File: config.mk
export PLATFORM = sky130hd
export DESIGN_NAME = flash_command_status_protect
export DESIGN_NICKNAME = d
export VERILOG_FILES = /design/src/flash_command_status_protect.v
export VERILOG_INCLUDE_DIRS = /design/src /design/src/src
export SDC_FILE = /design/constraint.sdc
export NUM_CORES = 1
export LEC_CHECK = 0
export BUFFER_PORTS_ARGS = -buffer_cell sky130_fd_sc_hd__buf_2
export CAP_MARGIN = 10
export CELL_PAD_IN_SITES_DETAIL_PLACEMENT = 0
export CELL_PAD_IN_SITES_GLOBAL_PLACEMENT = 1
export CORE_ASPECT_RATIO = 1.4
export CORE_MARGIN = 2
export CORE_UTILIZATION = 41
export DETAILED_ROUTE_END_ITERATION = 10
export PLACE_DENSITY = 0.87
export SLEW_MARGIN = 40
export SYNTH_ARGS = -nofsm -noshare
export SYNTH_HDL_FRONTEND = slang
export SYNTH_SLANG_ARGS = --single-unit
File: constraint.sdc
create_clock -name pclk -period 2.45 [get_ports pclk]
set_input_delay 0.49 -clock pclk [delete_from_list [all_inputs] [get_ports pclk]]
set_output_delay 0.49 -clock pclk [all_outputs]
set_load 0.02 [all_outputs]
File: src/flash_cmd_map.vh
// Register offsets, field positions, command codes and reset values of the flash
// command, status and protection block.
// Assumes byte addresses on a 32-bit APB with one aligned word per register.
`ifndef FLASH_CMD_MAP_VH
`define FLASH_CMD_MAP_VH

// Register byte offsets.
`define OFS_CLOCK_DIVIDER    8'h00
`define OFS_PROTECTION       8'h04
`define OFS_STATUS           8'h08
`define OFS_COMMAND          8'h0c
`define OFS_TARGET_ADDRESS   8'h10
`define OFS_TARGET_DATA      8'h14
`define OFS_SECURITY         8'h18

// Status register bit positions.
`define BIT_BUFFER_EMPTY     7
`define BIT_COMMAND_COMPLETE 6
`define BIT_PROTECT_VIOL     5
`define BIT_ACCESS_ERROR     4
`define BIT_BLANK_VERIFIED   2

// Protection register fields.
`define BIT_PROTECT_DISABLE  0
`define PROTECT_SELECT_MSB   7
`define PROTECT_SELECT_LSB   1

// Clock divider register fields.
`define BIT_DIVIDER_LOADED   7
`define BIT_PREDIVIDE_EIGHT  6
`define DIVIDER_MSB          5

// Command codes.
`define CMD_BLANK_CHECK      8'h05
`define CMD_BYTE_PROGRAM     8'h20
`define CMD_BURST_PROGRAM    8'h25
`define CMD_PAGE_ERASE       8'h40
`define CMD_MASS_ERASE       8'h41

// Reset values and encodings.
`define PROTECTION_RESET     8'hff
`define SECURITY_RESET       2'h0
`define SECURITY_UNSECURED   2'h2
`define PREDIVIDE_LAST       3'h7

`endif

File: src/flash_command_status_protect.v
// Command launch, status flags, protection and flash clock divider of an on-chip
// flash controller, with an APB register slave.
// Assumes the flash array, the debug port and the stop logic run on pclk, and that
// the nonvolatile copies are stable while presetn is low and just after it.
`timescale 1ns/10ps
`default_nettype none
`include "flash_cmd_map.vh"

module flash_command_status_protect #(
  parameter ADDR_WIDTH = 16
) (
  // Clock and reset.
  input  wire                  pclk,
  input  wire                  presetn,
  // APB slave.
  input  wire [7:0]            paddr,
  input  wire                  psel,
  input  wire                  penable,
  input  wire                  pwrite,
  input  wire [31:0]           pwdata,
  output reg  [31:0]           prdata,
  output reg                   pready,
  output reg                   pslverr,
  // Nonvolatile copies presented by the array during reset.
  input  wire [7:0]            nonvolatile_protection_copy,
  input  wire [1:0]            nonvolatile_security_copy,
  // Background debug access to the protection register.
  input  wire                  debug_protection_write,
  input  wire [7:0]            debug_protection_data,
  // System stop entry.
  input  wire                  stop_entry,
  // Flash array.
  input  wire                  array_done,
  input  wire                  array_blank,
  output reg                   array_start,
  output reg                   array_abort,
  output reg  [7:0]            array_command,
  output reg  [ADDR_WIDTH-1:0] array_address,
  output reg  [7:0]            array_data,
  // Timing tick and security state.
  output reg                   flash_clock_tick,
  output reg  [1:0]            security_state
);

  localparam ST_IDLE = 1'b0;
  localparam ST_RUN  = 1'b1;

  ////////////////////////////////////////////////////////////////////////////////
  // Command decoding.

  function is_legal;
    input [7:0] code;
    begin
      is_legal = (code == `CMD_BLANK_CHECK) || (code == `CMD_BYTE_PROGRAM) ||
                 (code == `CMD_BURST_PROGRAM) || (code == `CMD_PAGE_ERASE) ||
                 (code == `CMD_MASS_ERASE);
    end
  endfunction

  function is_program_erase;
    input [7:0] code;
    begin
      is_program_erase = is_legal(code) && (code != `CMD_BLANK_CHECK);
    end
  endfunction

  function ends_blank_check;
    input       running;
    input       done;
    input [7:0] code;
    begin
      ends_blank_check = running && done && (code == `CMD_BLANK_CHECK);
    end
  endfunction

  ////////////////////////////////////////////////////////////////////////////////
  // State.

  reg [7:0]            protection_register;
  reg                  loaded;
  reg                  state;
  reg [7:0]            run_command;
  reg                  command_buffer_empty_flag;
  reg                  command_complete_flag;
  reg                  protection_violation_flag;
  reg                  access_error_flag;
  reg                  blank_verified_flag;
  reg [7:0]            command_register;
  reg [ADDR_WIDTH-1:0] target_address;
  reg [7:0]            target_data;
  reg                  command_written;
  reg                  divider_loaded;
  reg                  predivide_by_eight;
  reg [5:0]            divider;
  reg [2:0]            predivide_count;
  reg [5:0]            divide_count;

  ////////////////////////////////////////////////////////////////////////////////
  // Bus decode.

  wire write_access = psel && penable && pwrite;
  wire setup_phase  = psel && !penable;
  wire wr_status    = write_access && (paddr == `OFS_STATUS);
  wire wr_protect   = write_access && (paddr == `OFS_PROTECTION);
  wire wr_divider   = write_access && (paddr == `OFS_CLOCK_DIVIDER);
  wire wr_sequence  = write_access && ((paddr == `OFS_COMMAND) ||
                      (paddr == `OFS_TARGET_ADDRESS) || (paddr == `OFS_TARGET_DATA));

  wire       protect_disable = protection_register[`BIT_PROTECT_DISABLE];
  wire [6:0] protect_select  =
             protection_register[`PROTECT_SELECT_MSB:`PROTECT_SELECT_LSB];

  ////////////////////////////////////////////////////////////////////////////////
  // Launch checks.

  // Page bits drop out: the top seven address bits above the selected value are
  // guarded, which is the same as an address beyond the selected page's end.
  wire addr_protected = target_address[ADDR_WIDTH-1 -: 7] > protect_select;
  wire launch = wr_status && pwdata[`BIT_BUFFER_EMPTY] && command_buffer_empty_flag;
  wire burst_chain = (command_register == `CMD_BURST_PROGRAM) &&
                     (run_command == `CMD_BURST_PROGRAM);
  wire sequence_bad = !command_written ||
                      ((state == ST_RUN) && !burst_chain);
  wire launch_access_error = launch && (!is_legal(command_register) ||
                             (is_program_erase(command_register) && !divider_loaded) ||
                             sequence_bad);
  wire launch_violation = launch && !launch_access_error &&
                          is_program_erase(command_register) && !protect_disable &&
                          ((command_register == `CMD_MASS_ERASE) || addr_protected);
  // A launch while an error flag stands is ignored until software clears it.
  wire accept = launch && !launch_access_error && !launch_violation &&
                !access_error_flag && !protection_violation_flag;
  wire stop_abort = stop_entry && ((state == ST_RUN) || !command_buffer_empty_flag);
  wire sequence_error = wr_sequence && !command_buffer_empty_flag;
  wire issue = !stop_abort && !command_buffer_empty_flag &&
               ((state == ST_IDLE) || array_done);
  // A stray done pulse while idle is ignored, so it can never set the blank flag
  // or unsecure the device.
  wire blank_check_done = ends_blank_check(state == ST_RUN, array_done, run_command);

  reg next_state;
  reg next_buffer_empty;

  always @* begin
    next_state = state;
    next_buffer_empty = command_buffer_empty_flag;
    if (stop_abort) begin
      next_state = ST_IDLE;
      next_buffer_empty = 1'b1;
    end else begin
      if (issue) begin
        next_state = ST_RUN;
        next_buffer_empty = 1'b1;
      end else if (array_done) begin
        next_state = ST_IDLE;
      end
      if (accept) begin
        next_buffer_empty = 1'b0;
      end
    end
  end

  ////////////////////////////////////////////////////////////////////////////////
  // Command sequencer and status flags.

  always @(posedge pclk or negedge presetn) begin
    if (!presetn) begin
      state <= ST_IDLE;
      run_command <= 8'h00;
      command_buffer_empty_flag <= 1'b1;
      command_complete_flag <= 1'b1;
      protection_violation_flag <= 1'b0;
      access_error_flag <= 1'b0;
      blank_verified_flag <= 1'b0;
      command_written <= 1'b0;
      array_start <= 1'b0;
      array_abort <= 1'b0;
      array_command <= 8'h00;
      array_address <= {ADDR_WIDTH{1'b0}};
      array_data <= 8'h00;
    end else begin
      state <= next_state;
      command_buffer_empty_flag <= next_buffer_empty;
      command_complete_flag <= next_buffer_empty && (next_state == ST_IDLE);
      array_start <= issue;
      array_abort <= stop_abort;
      if (issue) begin
        run_command <= command_register;
        array_command <= command_register;
        array_address <= target_address;
        array_data <= target_data;
      end
      // Set wins over a clear in the same cycle.
      protection_violation_flag <= launch_violation ||
        (protection_violation_flag && !(wr_status && pwdata[`BIT_PROTECT_VIOL]));
      access_error_flag <= launch_access_error || stop_abort || sequence_error ||
        (access_error_flag && !(wr_status && pwdata[`BIT_ACCESS_ERROR]));
      if (blank_check_done) begin
        blank_verified_flag <= array_blank;
      end else if (accept) begin
        blank_verified_flag <= 1'b0;
      end
      if (launch) begin
        command_written <= 1'b0;
      end else if (write_access && paddr == `OFS_COMMAND && command_buffer_empty_flag) begin
        command_written <= 1'b1;
      end
    end
  end

  ////////////////////////////////////////////////////////////////////////////////
  // Command, target and divider registers.

  always @(posedge pclk or negedge presetn) begin
    if (!presetn) begin
      command_register <= 8'h00;
      target_address <= {ADDR_WIDTH{1'b0}};
      target_data <= 8'h00;
      divider_loaded <= 1'b0;
      predivide_by_eight <= 1'b0;
      divider <= 6'h00;
    end else begin
      // Writes while the buffer is full are dropped so a queued burst stays intact.
      if (command_buffer_empty_flag && write_access) begin
        if (paddr == `OFS_COMMAND) begin
          command_register <= pwdata[7:0];
        end else if (paddr == `OFS_TARGET_ADDRESS) begin
          target_address <= pwdata[ADDR_WIDTH-1:0];
        end else if (paddr == `OFS_TARGET_DATA) begin
          target_data <= pwdata[7:0];
        end
      end
      if (wr_divider) begin
        divider_loaded <= 1'b1;
        predivide_by_eight <= pwdata[`BIT_PREDIVIDE_EIGHT];
        divider <= pwdata[`DIVIDER_MSB:0];
      end
    end
  end

  ////////////////////////////////////////////////////////////////////////////////
  // Protection register and security state.

  always @(posedge pclk or negedge presetn) begin
    if (!presetn) begin
      loaded <= 1'b0;
      protection_register <= `PROTECTION_RESET;
      security_state <= `SECURITY_RESET;
    end else begin
      if (!loaded) begin
        loaded <= 1'b1;
        protection_register <= nonvolatile_protection_copy;
        security_state <= nonvolatile_security_copy;
      end else if (debug_protection_write) begin
        protection_register <= debug_protection_data;
      end else if (wr_protect && !protect_disable) begin
        if (pwdata[`PROTECT_SELECT_MSB:`PROTECT_SELECT_LSB] <= protect_select) begin
          protection_register <= {pwdata[`PROTECT_SELECT_MSB:`PROTECT_SELECT_LSB],
                                  1'b0};
        end
      end
      if (loaded && blank_check_done && array_blank) begin
        security_state <= `SECURITY_UNSECURED;
      end
    end
  end

  ////////////////////////////////////////////////////////////////////////////////
  // Flash timing tick.

  wire predivide_tick = !predivide_by_eight || (predivide_count == `PREDIVIDE_LAST);

  always @(posedge pclk or negedge presetn) begin
    if (!presetn) begin
      predivide_count <= 3'h0;
      divide_count <= 6'h00;
      flash_clock_tick <= 1'b0;
    end else if (!divider_loaded || wr_divider) begin
      predivide_count <= 3'h0;
      divide_count <= 6'h00;
      flash_clock_tick <= 1'b0;
    end else begin
      predivide_count <= predivide_count + 3'h1;
      flash_clock_tick <= 1'b0;
      if (predivide_tick) begin
        if (divide_count == divider) begin
          divide_count <= 6'h00;
          flash_clock_tick <= 1'b1;
        end else begin
          divide_count <= divide_count + 6'h01;
        end
      end
    end
  end

  ////////////////////////////////////////////////////////////////////////////////
  // Read path.

  reg [7:0] read_value;
  reg       read_mapped;

  always @* begin
    read_value = 8'h00;
    read_mapped = 1'b1;
    if (paddr == `OFS_CLOCK_DIVIDER) begin
      read_value = {divider_loaded, predivide_by_eight, divider};
    end else if (paddr == `OFS_PROTECTION) begin
      read_value = protection_register;
    end else if (paddr == `OFS_STATUS) begin
      read_value = {command_buffer_empty_flag, command_complete_flag,
                    protection_violation_flag, access_error_flag, 1'b0,
                    blank_verified_flag, 2'b00};
    end else if (paddr == `OFS_COMMAND) begin
      read_value = command_register;
    end else if (paddr == `OFS_TARGET_ADDRESS) begin
      read_value = target_address[7:0];
    end else if (paddr == `OFS_TARGET_DATA) begin
      read_value = target_data;
    end else if (paddr == `OFS_SECURITY) begin
      read_value = {6'h00, security_state};
    end else begin
      read_mapped = 1'b0;
    end
  end

  // Read data and error are captured in the setup cycle, so every access has
  // no wait state and all bus outputs come from flip-flops.
  always @(posedge pclk or negedge presetn) begin
    if (!presetn) begin
      prdata <= 32'h00000000;
      pready <= 1'b0;
      pslverr <= 1'b0;
    end else begin
      pready <= 1'b1;
      if (setup_phase) begin
        pslverr <= !read_mapped;
        if (paddr == `OFS_TARGET_ADDRESS) begin
          prdata <= {{(32-ADDR_WIDTH){1'b0}}, target_address};
        end else begin
          prdata <= {24'h000000, read_value};
        end
      end
    end
  end

endmodule

`default_nettype wire

==> results of run 1 <==
path summary, 6_finish.rpt:
path	startpoint	end	slack [ps]	cells after the start
worst max-delay path	protection_register[2]$_DFFE_PN1P_	protection_register[6]$_DFFE_PN1P_	130	8
worst min register to register	predivide_count[0]$_DFF_PN0_	predivide_count[0]$_DFF_PN0_	460	1
worst max register to register	protection_register[2]$_DFFE_PN1P_	protection_register[6]$_DFFE_PN1P_	130	8
worst min-delay path	presetn	security_state[0]$_DFFE_PN0P_	150	2
min in group pclk	stop_entry	state$_DFF_PN0_	260	2
max in group asynchronous	presetn	command_register[7]$_DFFE_PN0P_	1780	2
per-layer routing:
| metal | track usage (%) | up-vias | wire, um |
|---|---|---|---|
| li1 | - | 2286 | - |
| met1 | 27.4 | 2388 | 6910 |
| met2 | 39.8 | 139 | 8750 |
| met3 | 4.30 | 48 | 655 |
| met4 | 12.6 | 0 | 779 |
| met5 | 0 | - | 0 |
cell families after synthesis:
family / synth area share, %
simple gates: 18.5
fa+ha+maj: 3.62
buf+inv: 4.64
compound gates: 11.9
xor+xnor: 1.04
flops: 50.9
other cells: 0.128
mux: 9.26
what timing repair did:
| action | in CTS | in global routing |
|---|---|---|
| hold endpoints to repair | 0 | 0 |
| gates resized for setup | 0 | 2 |
| endpoints found under the setup margin | 0 | 3 |
| hold buffers | 0 | 0 |
final cells by class:
type | instances | area [um^2] | share of cell area [%]
Inverter | 15 | 56.3 | 0.759
Clock inverter | 12 | 200 | 2.70
Tap cell | 185 | 231 | 3.12
Sequential cell | 119 | 2990 | 40.3
Multi-Input combinational cell | 424 | 2680 | 36.2
Clock buffer | 20 | 437 | 5.89
Timing Repair Buffer | 139 | 821 | 11.1
worst register-to-register path, stage by stage (launching register included):
cell,delay (ps)
dfstp_2,550
inv_1,110
ha_1,310
nor2b_1,140
o211ai_1,170
a211oi_1,140
nor3_4,340
mux2_2,390
nor2_1,110
state kept, by name (all words and copies together), names as in the netlist, 2 cells and up:
name	cells
target_data	8
command_register	8
run_command	8
array_data	8
protection_register	8
divide_count	6
predivide_count	3
divider	6
prdata	16
array_address	16
target_address	16
security_state	2
stage by stage:
step	std cells	area, um^2	hold slack, ps	setup WS, ps	utilization (%)
5_1_grt	914	7420	239	6.38	53.1
6_report	914	7420	152	127	53.1
4_1_cts	914	7410	194	46.2	53.0
2_1_floorplan	599	5930	194	94.0	-
3_5_place_dp	882	6770	430	-156	48.4
3_3_place_gp	882	6770	423	-96.9	48.4
power by group through the flow:
stage               Combinational, mW  Clock (mW)  Sequential (mW)
floorplan                       0.362           0             2.19
global placement                0.600           0             2.18
detailed placement              0.619           0             2.18
CTS                             0.625        2.74             2.15
global route                    0.694        2.84             2.16
finish                          0.620        2.71             2.15
cell usage in the layout, fill, tap and decap left out, types with 5 or more instances in the layout:
cell type,synthesis,layout
nand2_1,115,115
a21oi_1,21,21
conb_1,2,17
nand3_1,8,8
bufinv_16,0,5
a22o_1,7,7
nand4_1,6,6
o221ai_1,5,5
buf_4,16,32
dfstp_2,10,10
mux2i_1,6,6
buf_2,2,104
mux2_2,43,43
nor2_1,50,50
a22oi_1,8,8
nor2b_1,10,10
nand2b_1,6,6
ha_1,17,17
o221a_2,5,5
inv_1,15,15
and3_1,8,7
nor3_1,7,7
nor3b_1,5,5
xnor2_1,5,5
o21ai_0,16,16
dfrtp_1,109,109
o22ai_1,9,9
clkbuf_16,0,17
==> flow_summary_export.csv, run 1 <==
group,metric,value,unit
timing,fin_crit_sh,94.8,%
logic_synthesis,synth_warnings,0,
floorplan,fp.dieW,105,um
timing,slew_headroom,48.7,%
grt,first_global_vias,5089,
worst_setup_path,end_kind,"register",
floorplan,core.rowCount,51,
worst_hold_path,hold_path.class,"in2async",
clock_tree,ctsRootBufferMaster,"clkbuf_16",
logic_synthesis,synth_common_cells,"115 x nand2_1, 109 x dfrtp_1, 50 x nor2_1",
timing,rsz0062_at_grt,"no",
floorplan,num_io_pins,138,
detailed_routing,initialDrtViolationCount,320,
pwr,clockPowerShare,49.4,%
pwr,combPwrFrac,11.3,%
timing,setup_viol,0,
logic_synthesis,syn_area_per_cell,10.1,um^2
floorplan,die_h,146,um
logic_synthesis,synth_seq_cells,119,
timing,fin_worst_skew,8.24,ps
detailed_routing,first_pass_iters,5,
clock_tree,cts_sinks,119,
worst_setup_path,crit_required,2790,ps
pwr,irDropWorstVdd,368,uV
detailed_routing,wire_per_inst,18.7,um
placement,port_buffers,105,
timing,fin_tns_setup,0,ps
detailed_routing,vias_per_cell,5.32,
worst_setup_path,cpPeakStageDelay,550,ps
detailed_routing,vias,4861,
worst_setup_path,crit_family,"simple AND/OR/NAND/NOR gates",
pwr,power_density,738,mW/mm^2
timing,maxSlewViolCount,0,
detailed_routing,route.detailed.drc,0,
timing,period_needed,2320,ps
worst_setup_path,worstPathCellList,"inv_1 -> ha_1 -> nor2b_1 -> o211ai_1 -> a211oi_1 -> nor3_4 -> mux2_2 -> nor2_1",
worst_setup_path,critPathArrivalTime,2670,ps
timing,worst_slew_pin_slew,763,ps
timing,fmax,0.430,GHz
clock_tree,cts_setup_buffers,0,
clock_tree,clock_latency,420,ps
logic_synthesis,synthTopCellsByArea,"dfrtp_1 46%, mux2_2 8.2%, nand2_1 7.3%, dfstp_2 4.5%, ha_1 3.6%",
flow_run,drv_cap,0,
pwr,intPower,4.12,mW
logic_synthesis,ys_seq_area_share,50.9,%
logic_synthesis,synth_cell_type_count,57,
final_layout,diodes,0,
logic_synthesis,synth_top_area_cell,"dfrtp_1",
grt,grt_max_degree,120,
worst_setup_path,startpoint_type,"register",
floorplan,initial_core_util,42.1,%
logic_synthesis,async_reset_ff_share,100,%
final_layout,fill_cells,1273,
clock_tree,htree_levels,4,
clock_tree,clockBufferDepth,2,
clock_tree,numCtsBuffers,17,
final_layout,syn_to_final_growth,26.2,%
final_layout,drive_above_1_share,32.2,%
worst_setup_path,cp_slowest_cell,"dfstp_2",
worst_setup_path,cp_num_buf_inv,1,
logic_synthesis,synthCells,584,
clock_tree,cts_tree,"done",
grt,antenna_found_initial,0,
grt,grt_pass1_wl,27.5,mm
pwr,switchingPower,1.36,mW
grt,grt_overflow_total,0,
pwr,switching_share,24.8,%
logic_synthesis,synth.most_common_cell,"nand2_1",
placement,dp_hpwl,12.5,mm
detailed_routing,drt-total-wl,17.1,mm
worst_setup_path,cp_max_fo,7,
final_layout,finalNetCount,800,
logic_synthesis,synth_top_area_share,46.4,%
pwr,total_power,5.48,mW
floorplan,die-area,0.0153,mm^2
pwr,p_leak,3.82,nW
logic_synthesis,syn_area,0.00588,mm^2
placement,gp_congestion,0.947,
detailed_routing,ant_nets,0,
logic_synthesis,synth_edf_count,0,
logic_synthesis,synth_flop_cell,"dfrtp_1",
worst_setup_path,worst-setup-path-type,"reg2reg",
pwr,pwr-share-seq,39.3,%
grt,track_usage,23.3,%
status,status,"complete, no violations",
timing,hold_viol,0,
clock_tree,clk_pin_slew,50,ps
floorplan,core,0.0140,mm^2
No activity file was read; power rests on OpenSTA's default activity.
==> run 2: changes to the inputs <==
- clock period: 2.45 -> 2.6 ns (I/O delays scaled with it)
==> flow_summary_export.csv, run 2 (synthesis gave the netlist of run 1 again) <==
group,metric,value,unit
timing,hold_viol,0,
timing,worst_slew_pin_slew,792,ps
timing,setup_viol,0,
placement,dp_cells,871,
placement,gp_congestion,0.914,
clock_tree,cts_sinks,119,
worst_setup_path,critical_path.startpoint,"protection_register[6]$_DFFE_PN1P_",
clock_tree,cts_hold_buf,0,
worst_setup_path,crit_end,"protection_register[2]$_DFFE_PN1P_",
final_layout,seq_area,0.00299,mm^2
detailed_routing,ant_nets,0,
final_layout,final_common_cell,"nand2_1",
final_layout,fin_cells,903,
placement,placed_cell_area,0.00667,mm^2
flow_run,drv_cap,0,
final_layout,syn_to_final_growth,23.7,%
final_layout,finalNetCount,789,
detailed_routing,first_pass_iters,5,
worst_setup_path,crit_required,2950,ps
floorplan,num_io_pins,138,
timing,fin_crit_sh,93.3,%
clock_tree,ctsRootBufferMaster,"clkbuf_16",
detailed_routing,route.detailed.drc,0,
grt,grt_pass1_wl,26.8,mm
grt,grt_max_degree,120,
worst_setup_path,r2r_end,"protection_register[2]$_DFFE_PN1P_",
worst_setup_path,critPathArrivalTime,2780,ps
floorplan,die-area,0.0153,mm^2
status,status,"complete, no violations",
grt,antenna_found_initial,0,
worst_setup_path,r2r_start,"protection_register[6]$_DFFE_PN1P_",
detailed_routing,initialDrtViolationCount,258,
final_layout,final_cell_mix,"115 x nand2_1, 109 x dfrtp_1, 104 x buf_2",
clock_tree,clk_pin_slew,60,ps
detailed_routing,drt-total-wl,16.7,mm
floorplan,initial_core_util,42.1,%
final_layout,diodes,0,
detailed_routing,wire_per_inst,18.5,um
timing,whs,175,ps
worst_setup_path,end_kind,"register",
floorplan,fp.dieW,105,um
worst_setup_path,worstPathCellList,"inv_1 -> ha_1 -> a21o_1 -> a21oi_1 -> nor2_1 -> nor3_4 -> mux2_2 -> nor2_1",
worst_setup_path,startpoint_type,"register",
clock_tree,clock_latency,420,ps
worst_setup_path,worst-setup-path-type,"reg2reg",
clock_tree,numCtsBuffers,17,
final_layout,fill_cells,1256,
timing,slew_headroom,46.8,%
floorplan,core,0.0140,mm^2
timing,period_needed,2430,ps
timing,fin_worst_skew,10.1,ps
final_layout,drive_above_1_share,31.3,%
detailed_routing,vias_per_cell,5.35,
pwr,total_power,4.97,mW
worst_setup_path,cpPeakStageDelay,540,ps
placement,dp_hpwl,12.4,mm
timing,maxSlewViolCount,0,
grt,first_global_vias,4949,
worst_setup_path,ff2ff_path_depth,8,
pwr,power_density,683,mW/mm^2
grt,track_usage,22.7,%
final_layout,final_area,0.00727,mm^2
timing,rsz0062_at_grt,"no",
worst_hold_path,hold_path.class,"in2async",
worst_setup_path,reg2reg_slack,170,ps
clock_tree,cts_setup_buffers,0,
floorplan,core.rowCount,51,
worst_setup_path,cp_slowest_cell,"dfstp_2",
final_layout,reg.largest.list,"array_address x16, prdata x16, target_address x16",
worst_setup_path,path_common_cell,"nor2_1",
detailed_routing,vias,4835,
pwr,p_leak,3.75,nW
pwr,irDropWorstVdd,321,uV
final_layout,multi_input_area,0.00267,mm^2
clock_tree,post_cts_resized,0,
clock_tree,cts_tree,"done",
grt,grt_overflow_total,0,
floorplan,die_h,146,um
worst_setup_path,cp_max_fo,7,
timing,fin_tns_setup,0,ps
timing,fmax,0.412,GHz
clock_tree,htree_levels,4,
placement,port_buffers,105,
clock_tree,clockBufferDepth,2,
## run 2: changes by cell type in the layout (fill, tap and decap cells not counted)
cell / before / now
bufinv_16: 5 / 2
clkinv_4: 1 / 3
a41oi_1: 1 / 2
inv_6: 1 / 3
buf_12: 3 / 2
and3_1: 7 / 8
a41oi_2: 1 / 0
clkbuf_1: 3 / 0
buf_4: 32 / 22
clkbuf_8: 0 / 2
and3_4: 1 / 0
## run 2: worst min-delay path by stage
stage	startpoint	endpoint	cells after the start
after floorplan	presetn	access_error_flag$_DFF_PN0_	0
after global placement	predivide_count[0]$_DFF_PN0_	predivide_count[0]$_DFF_PN0_	1
after detailed placement	predivide_count[0]$_DFF_PN0_	predivide_count[0]$_DFF_PN0_	1
after CTS	presetn	pready$_DFF_PN0_	2
after global routing	presetn	pready$_DFF_PN0_	2
final	presetn	pready$_DFF_PN0_	2
## run 2: metrics by stage
stage,utilization (%),setup slack (ps)
finish,52.0,173
global route,52.0,44.3
floorplan,-,214
global placement,47.8,-3.09
CTS,52.0,190
detailed placement,47.8,-17.5
## run 2: power by group
group          total (mW)  switching [mW]  leakage, nW  internal, mW
Sequential           2.03          0.0781         1.57          1.95
Clock                2.37           0.896        0.286          1.47
Combinational       0.579           0.353         1.90         0.225
Total                4.97            1.33         3.75          3.64
## run 2: cell type report
cell class / instances / area share (%)
sequential: 119 / 41.1
multi-input combinational: 424 / 36.7
timing repair buffer: 128 / 9.98
clock buffer: 19 / 6.23
tap: 185 / 3.18
clock inverter: 13 / 2.00
inverter: 15 / 0.774
## run 2: per-layer routing
layer | GRT usage [%] | up-vias | wire [um]
li1 | - | 2259 | -
met1 | 26.8 | 2360 | 6530
met2 | 39.0 | 171 | 8690
met3 | 4.25 | 45 | 725
met4 | 11.7 | 0 | 727
met5 | 0 | - | 0
## run 2: worst max-delay path, delay by kind of cell, from the launching register on
kind	cells	cell delay, ps
adders and majority gates	1	300
muxes	1	390
DFF	1	540
buffers and inverters	1	100
and+or+nand+nor	3	600
AOI/OAI and AO/OA	2	440
==> run 3: changes to the inputs <==
- ABC_AREA: not set -> 1
- CORE_MARGIN: 2 -> not set
- CORE_UTILIZATION: 41 -> 40
==> flow_summary_export.csv, run 3 <==
group,metric,value,unit
logic_synthesis,ys_seq_area_share,48.9,%
grt,grt_max_degree,58,
logic_synthesis,synth_cell_type_count,40,
detailed_routing,wire_per_inst,14.5,um
pwr,p_leak,3.90,nW
worst_setup_path,reg2reg_slack,560,ps
pwr,total_power,5.13,mW
timing,fmax,0.489,GHz
timing,slew_headroom,56.6,%
logic_synthesis,syn_area,0.00611,mm^2
logic_synthesis,synthTopCellsByArea,"dfrtp_1 45%, nand2_1 12%, inv_1 6.1%, o21ai_0 4.3%, dfstp_2 4.3%",
worst_setup_path,worstPathCellList,"inv_1 -> ha_1 -> nand2_1 -> o21ai_0 -> nand3_1 -> nand2_1 -> nand4_1 -> nand2_4 -> nand2_1 -> nand2_1",
final_layout,finalNetCount,943,
clock_tree,cts_sinks,119,
timing,fin_tns_setup,0,ps
worst_setup_path,cp_max_fo,8,
logic_synthesis,syn_area_per_cell,8.17,um^2
logic_synthesis,synthCells,748,
floorplan,initial_core_util,40.8,%
detailed_routing,drt-total-wl,15.4,mm
logic_synthesis,synth.most_common_cell,"nand2_1",
clock_tree,htree_levels,4,
pwr,power_density,693,mW/mm^2
clock_tree,cts_hold_buf,0,
pwr,irDropWorstVdd,367,uV
detailed_routing,initialDrtViolationCount,387,
worst_setup_path,worst-setup-path-type,"reg2reg",
timing,worst_slew_pin_slew,651,ps
final_layout,multi_input_area,0.00254,mm^2
logic_synthesis,synth_warnings,0,
timing,setup_viol,0,
final_layout,final_cell_mix,"197 x nand2_1, 109 x dfrtp_1, 104 x buf_2",
worst_setup_path,cp_slowest_cell,"dfstp_2",
clock_tree,numCtsBuffers,17,
final_layout,drive_above_1_share,23.2,%
clock_tree,cts_setup_buffers,0,
worst_setup_path,critPathArrivalTime,2400,ps
timing,fin_crit_sh,78.6,%
logic_synthesis,synth_flop_cell,"dfrtp_1",
logic_synthesis,synth_seq_cells,119,
final_layout,fill_cells,1532,
floorplan,core.rowCount,53,
worst_setup_path,path_common_cell,"nand2_1",
detailed_routing,vias_per_cell,4.82,
final_layout,seq_area,0.00299,mm^2
clock_tree,clockBufferDepth,2,
logic_synthesis,synth_top_area_share,44.6,%
grt,grt_pass1_wl,24.4,mm
worst_setup_path,startpoint_type,"register",
clock_tree,clk_pin_slew,60,ps
detailed_routing,first_pass_iters,5,
final_layout,reg.largest.list,"array_address x16, prdata x16, target_address x16",
worst_setup_path,ff2ff_path_depth,10,
floorplan,num_io_pins,138,
clock_tree,ctsRootBufferMaster,"clkbuf_16",
worst_setup_path,r2r_end,"protection_register[2]$_DFFE_PN1P_",
clock_tree,cts_tree,"done",
clock_tree,post_cts_resized,0,
floorplan,die-area,0.0158,mm^2
floorplan,die_h,148,um
logic_synthesis,synth_top_area_cell,"dfrtp_1",
grt,antenna_found_initial,0,
worst_setup_path,cpPeakStageDelay,550,ps
logic_synthesis,async_reset_ff_share,100,%
worst_hold_path,hold_path.class,"in2async",
logic_synthesis,synth_common_cells,"197 x nand2_1, 109 x dfrtp_1, 99 x inv_1",
grt,grt_overflow_total,0,
logic_synthesis,synth_edf_count,0,
detailed_routing,route.detailed.drc,0,
placement,dp_hpwl,11.4,mm
flow_run,drv_cap,0,
worst_setup_path,critical_path.startpoint,"protection_register[3]$_DFFE_PN1P_",
timing,fin_worst_skew,6.49,ps
grt,track_usage,20.4,%
worst_setup_path,crit_required,2960,ps
worst_setup_path,end_kind,"register",
detailed_routing,ant_nets,0,
clock_tree,clock_latency,410,ps
floorplan,core,0.0150,mm^2
status,status,"complete, no violations",
worst_setup_path,r2r_start,"protection_register[3]$_DFFE_PN1P_",
detailed_routing,vias,5133,
timing,maxSlewViolCount,0,
grt,first_global_vias,4796,
worst_setup_path,crit_end,"protection_register[2]$_DFFE_PN1P_",
floorplan,fp.dieW,106,um
timing,rsz0062_at_grt,"no",
placement,gp_congestion,0.826,
timing,period_needed,2040,ps
timing,hold_viol,0,
final_layout,diodes,0,
final_layout,syn_to_final_growth,21.2,%
final_layout,final_common_cell,"nand2_1",
placement,port_buffers,105,
==> run 3: cells by family after synthesis <==
group / count (synthesis) / share of synthesized area (%)
AO/OA/AOI/OAI: 141 / 13.1
XOR/XNOR: 4 / 0.573
adder cells (fa/ha/maj): 17 / 3.48
buffers and inverters: 145 / 10.5
flip-flops: 119 / 48.9
other: 2 / 0.123
AND/OR/NAND/NOR: 320 / 23.3
==> run 3: where the power goes <==
group	internal, mW	switching (mW)	total, mW
clock network	1.54	0.878	2.42
logic	0.235	0.419	0.654
registers	1.98	0.0831	2.06
total	3.75	1.38	5.13
==> run 3: how the worst min path moves through the flow <==
| stage | end | slack [ps] | cells after the start | startpoint |
|---|---|---|---|---|
| after detailed placement | predivide_count[0]$_DFF_PN0_ | 440 | 1 | predivide_count[0]$_DFF_PN0_ |
| after floorplan | access_error_flag$_DFF_PN0_ | 220 | 0 | presetn |
| final | array_address[0]$_DFFE_PN0P_ | 120 | 1 | presetn |
| after CTS | array_address[1]$_DFFE_PN0P_ | 150 | 1 | presetn |
| after global routing | array_address[0]$_DFFE_PN0P_ | 140 | 1 | presetn |
| after global placement | predivide_count[0]$_DFF_PN0_ | 420 | 1 | predivide_count[0]$_DFF_PN0_ |
==> run 3: metrics by stage <==
step,hold WS [ps],setup slack (ps),cells,utilization (%),instance area [um^2]
finish,120,556,1064,49.4,7410
CTS,146,558,1064,49.4,7410
global route,144,384,1064,49.4,7410
global placement,422,505,1032,45.3,6790
floorplan,224,844,763,-,6170
detailed placement,435,470,1032,45.3,6790
==> run 3: layer usage <==
| metal | track usage, % | up-vias | wire length [um] |
|---|---|---|---|
| met4 | 7.40 | 0 | 337 |
| met3 | 4.43 | 26 | 605 |
| met2 | 34.8 | 140 | 7920 |
| met5 | 0 | - | 0 |
| met1 | 25.4 | 2384 | 6510 |
| li1 | - | 2583 | - |
==> run 3: cell type report <==
type                    count  share of cell area (%)
clock inverters            14                    2.36
clock buffers              18                    5.93
flip-flops and latches    119                    40.4
well taps                 192                    3.24
multi-input cells         499                    34.3
inverters                 108                    5.47
repair buffers            114                    8.38
==> run 3: critical path, delay by kind of cell (launching register included) <==
family / cells / cell delay (ps)
adder cells (fa/ha/maj): 1 / 290
flip-flops: 1 / 550
buffers and inverters: 1 / 70
AND/OR/NAND/NOR: 7 / 910
AO/OA/AOI/OAI: 1 / 150
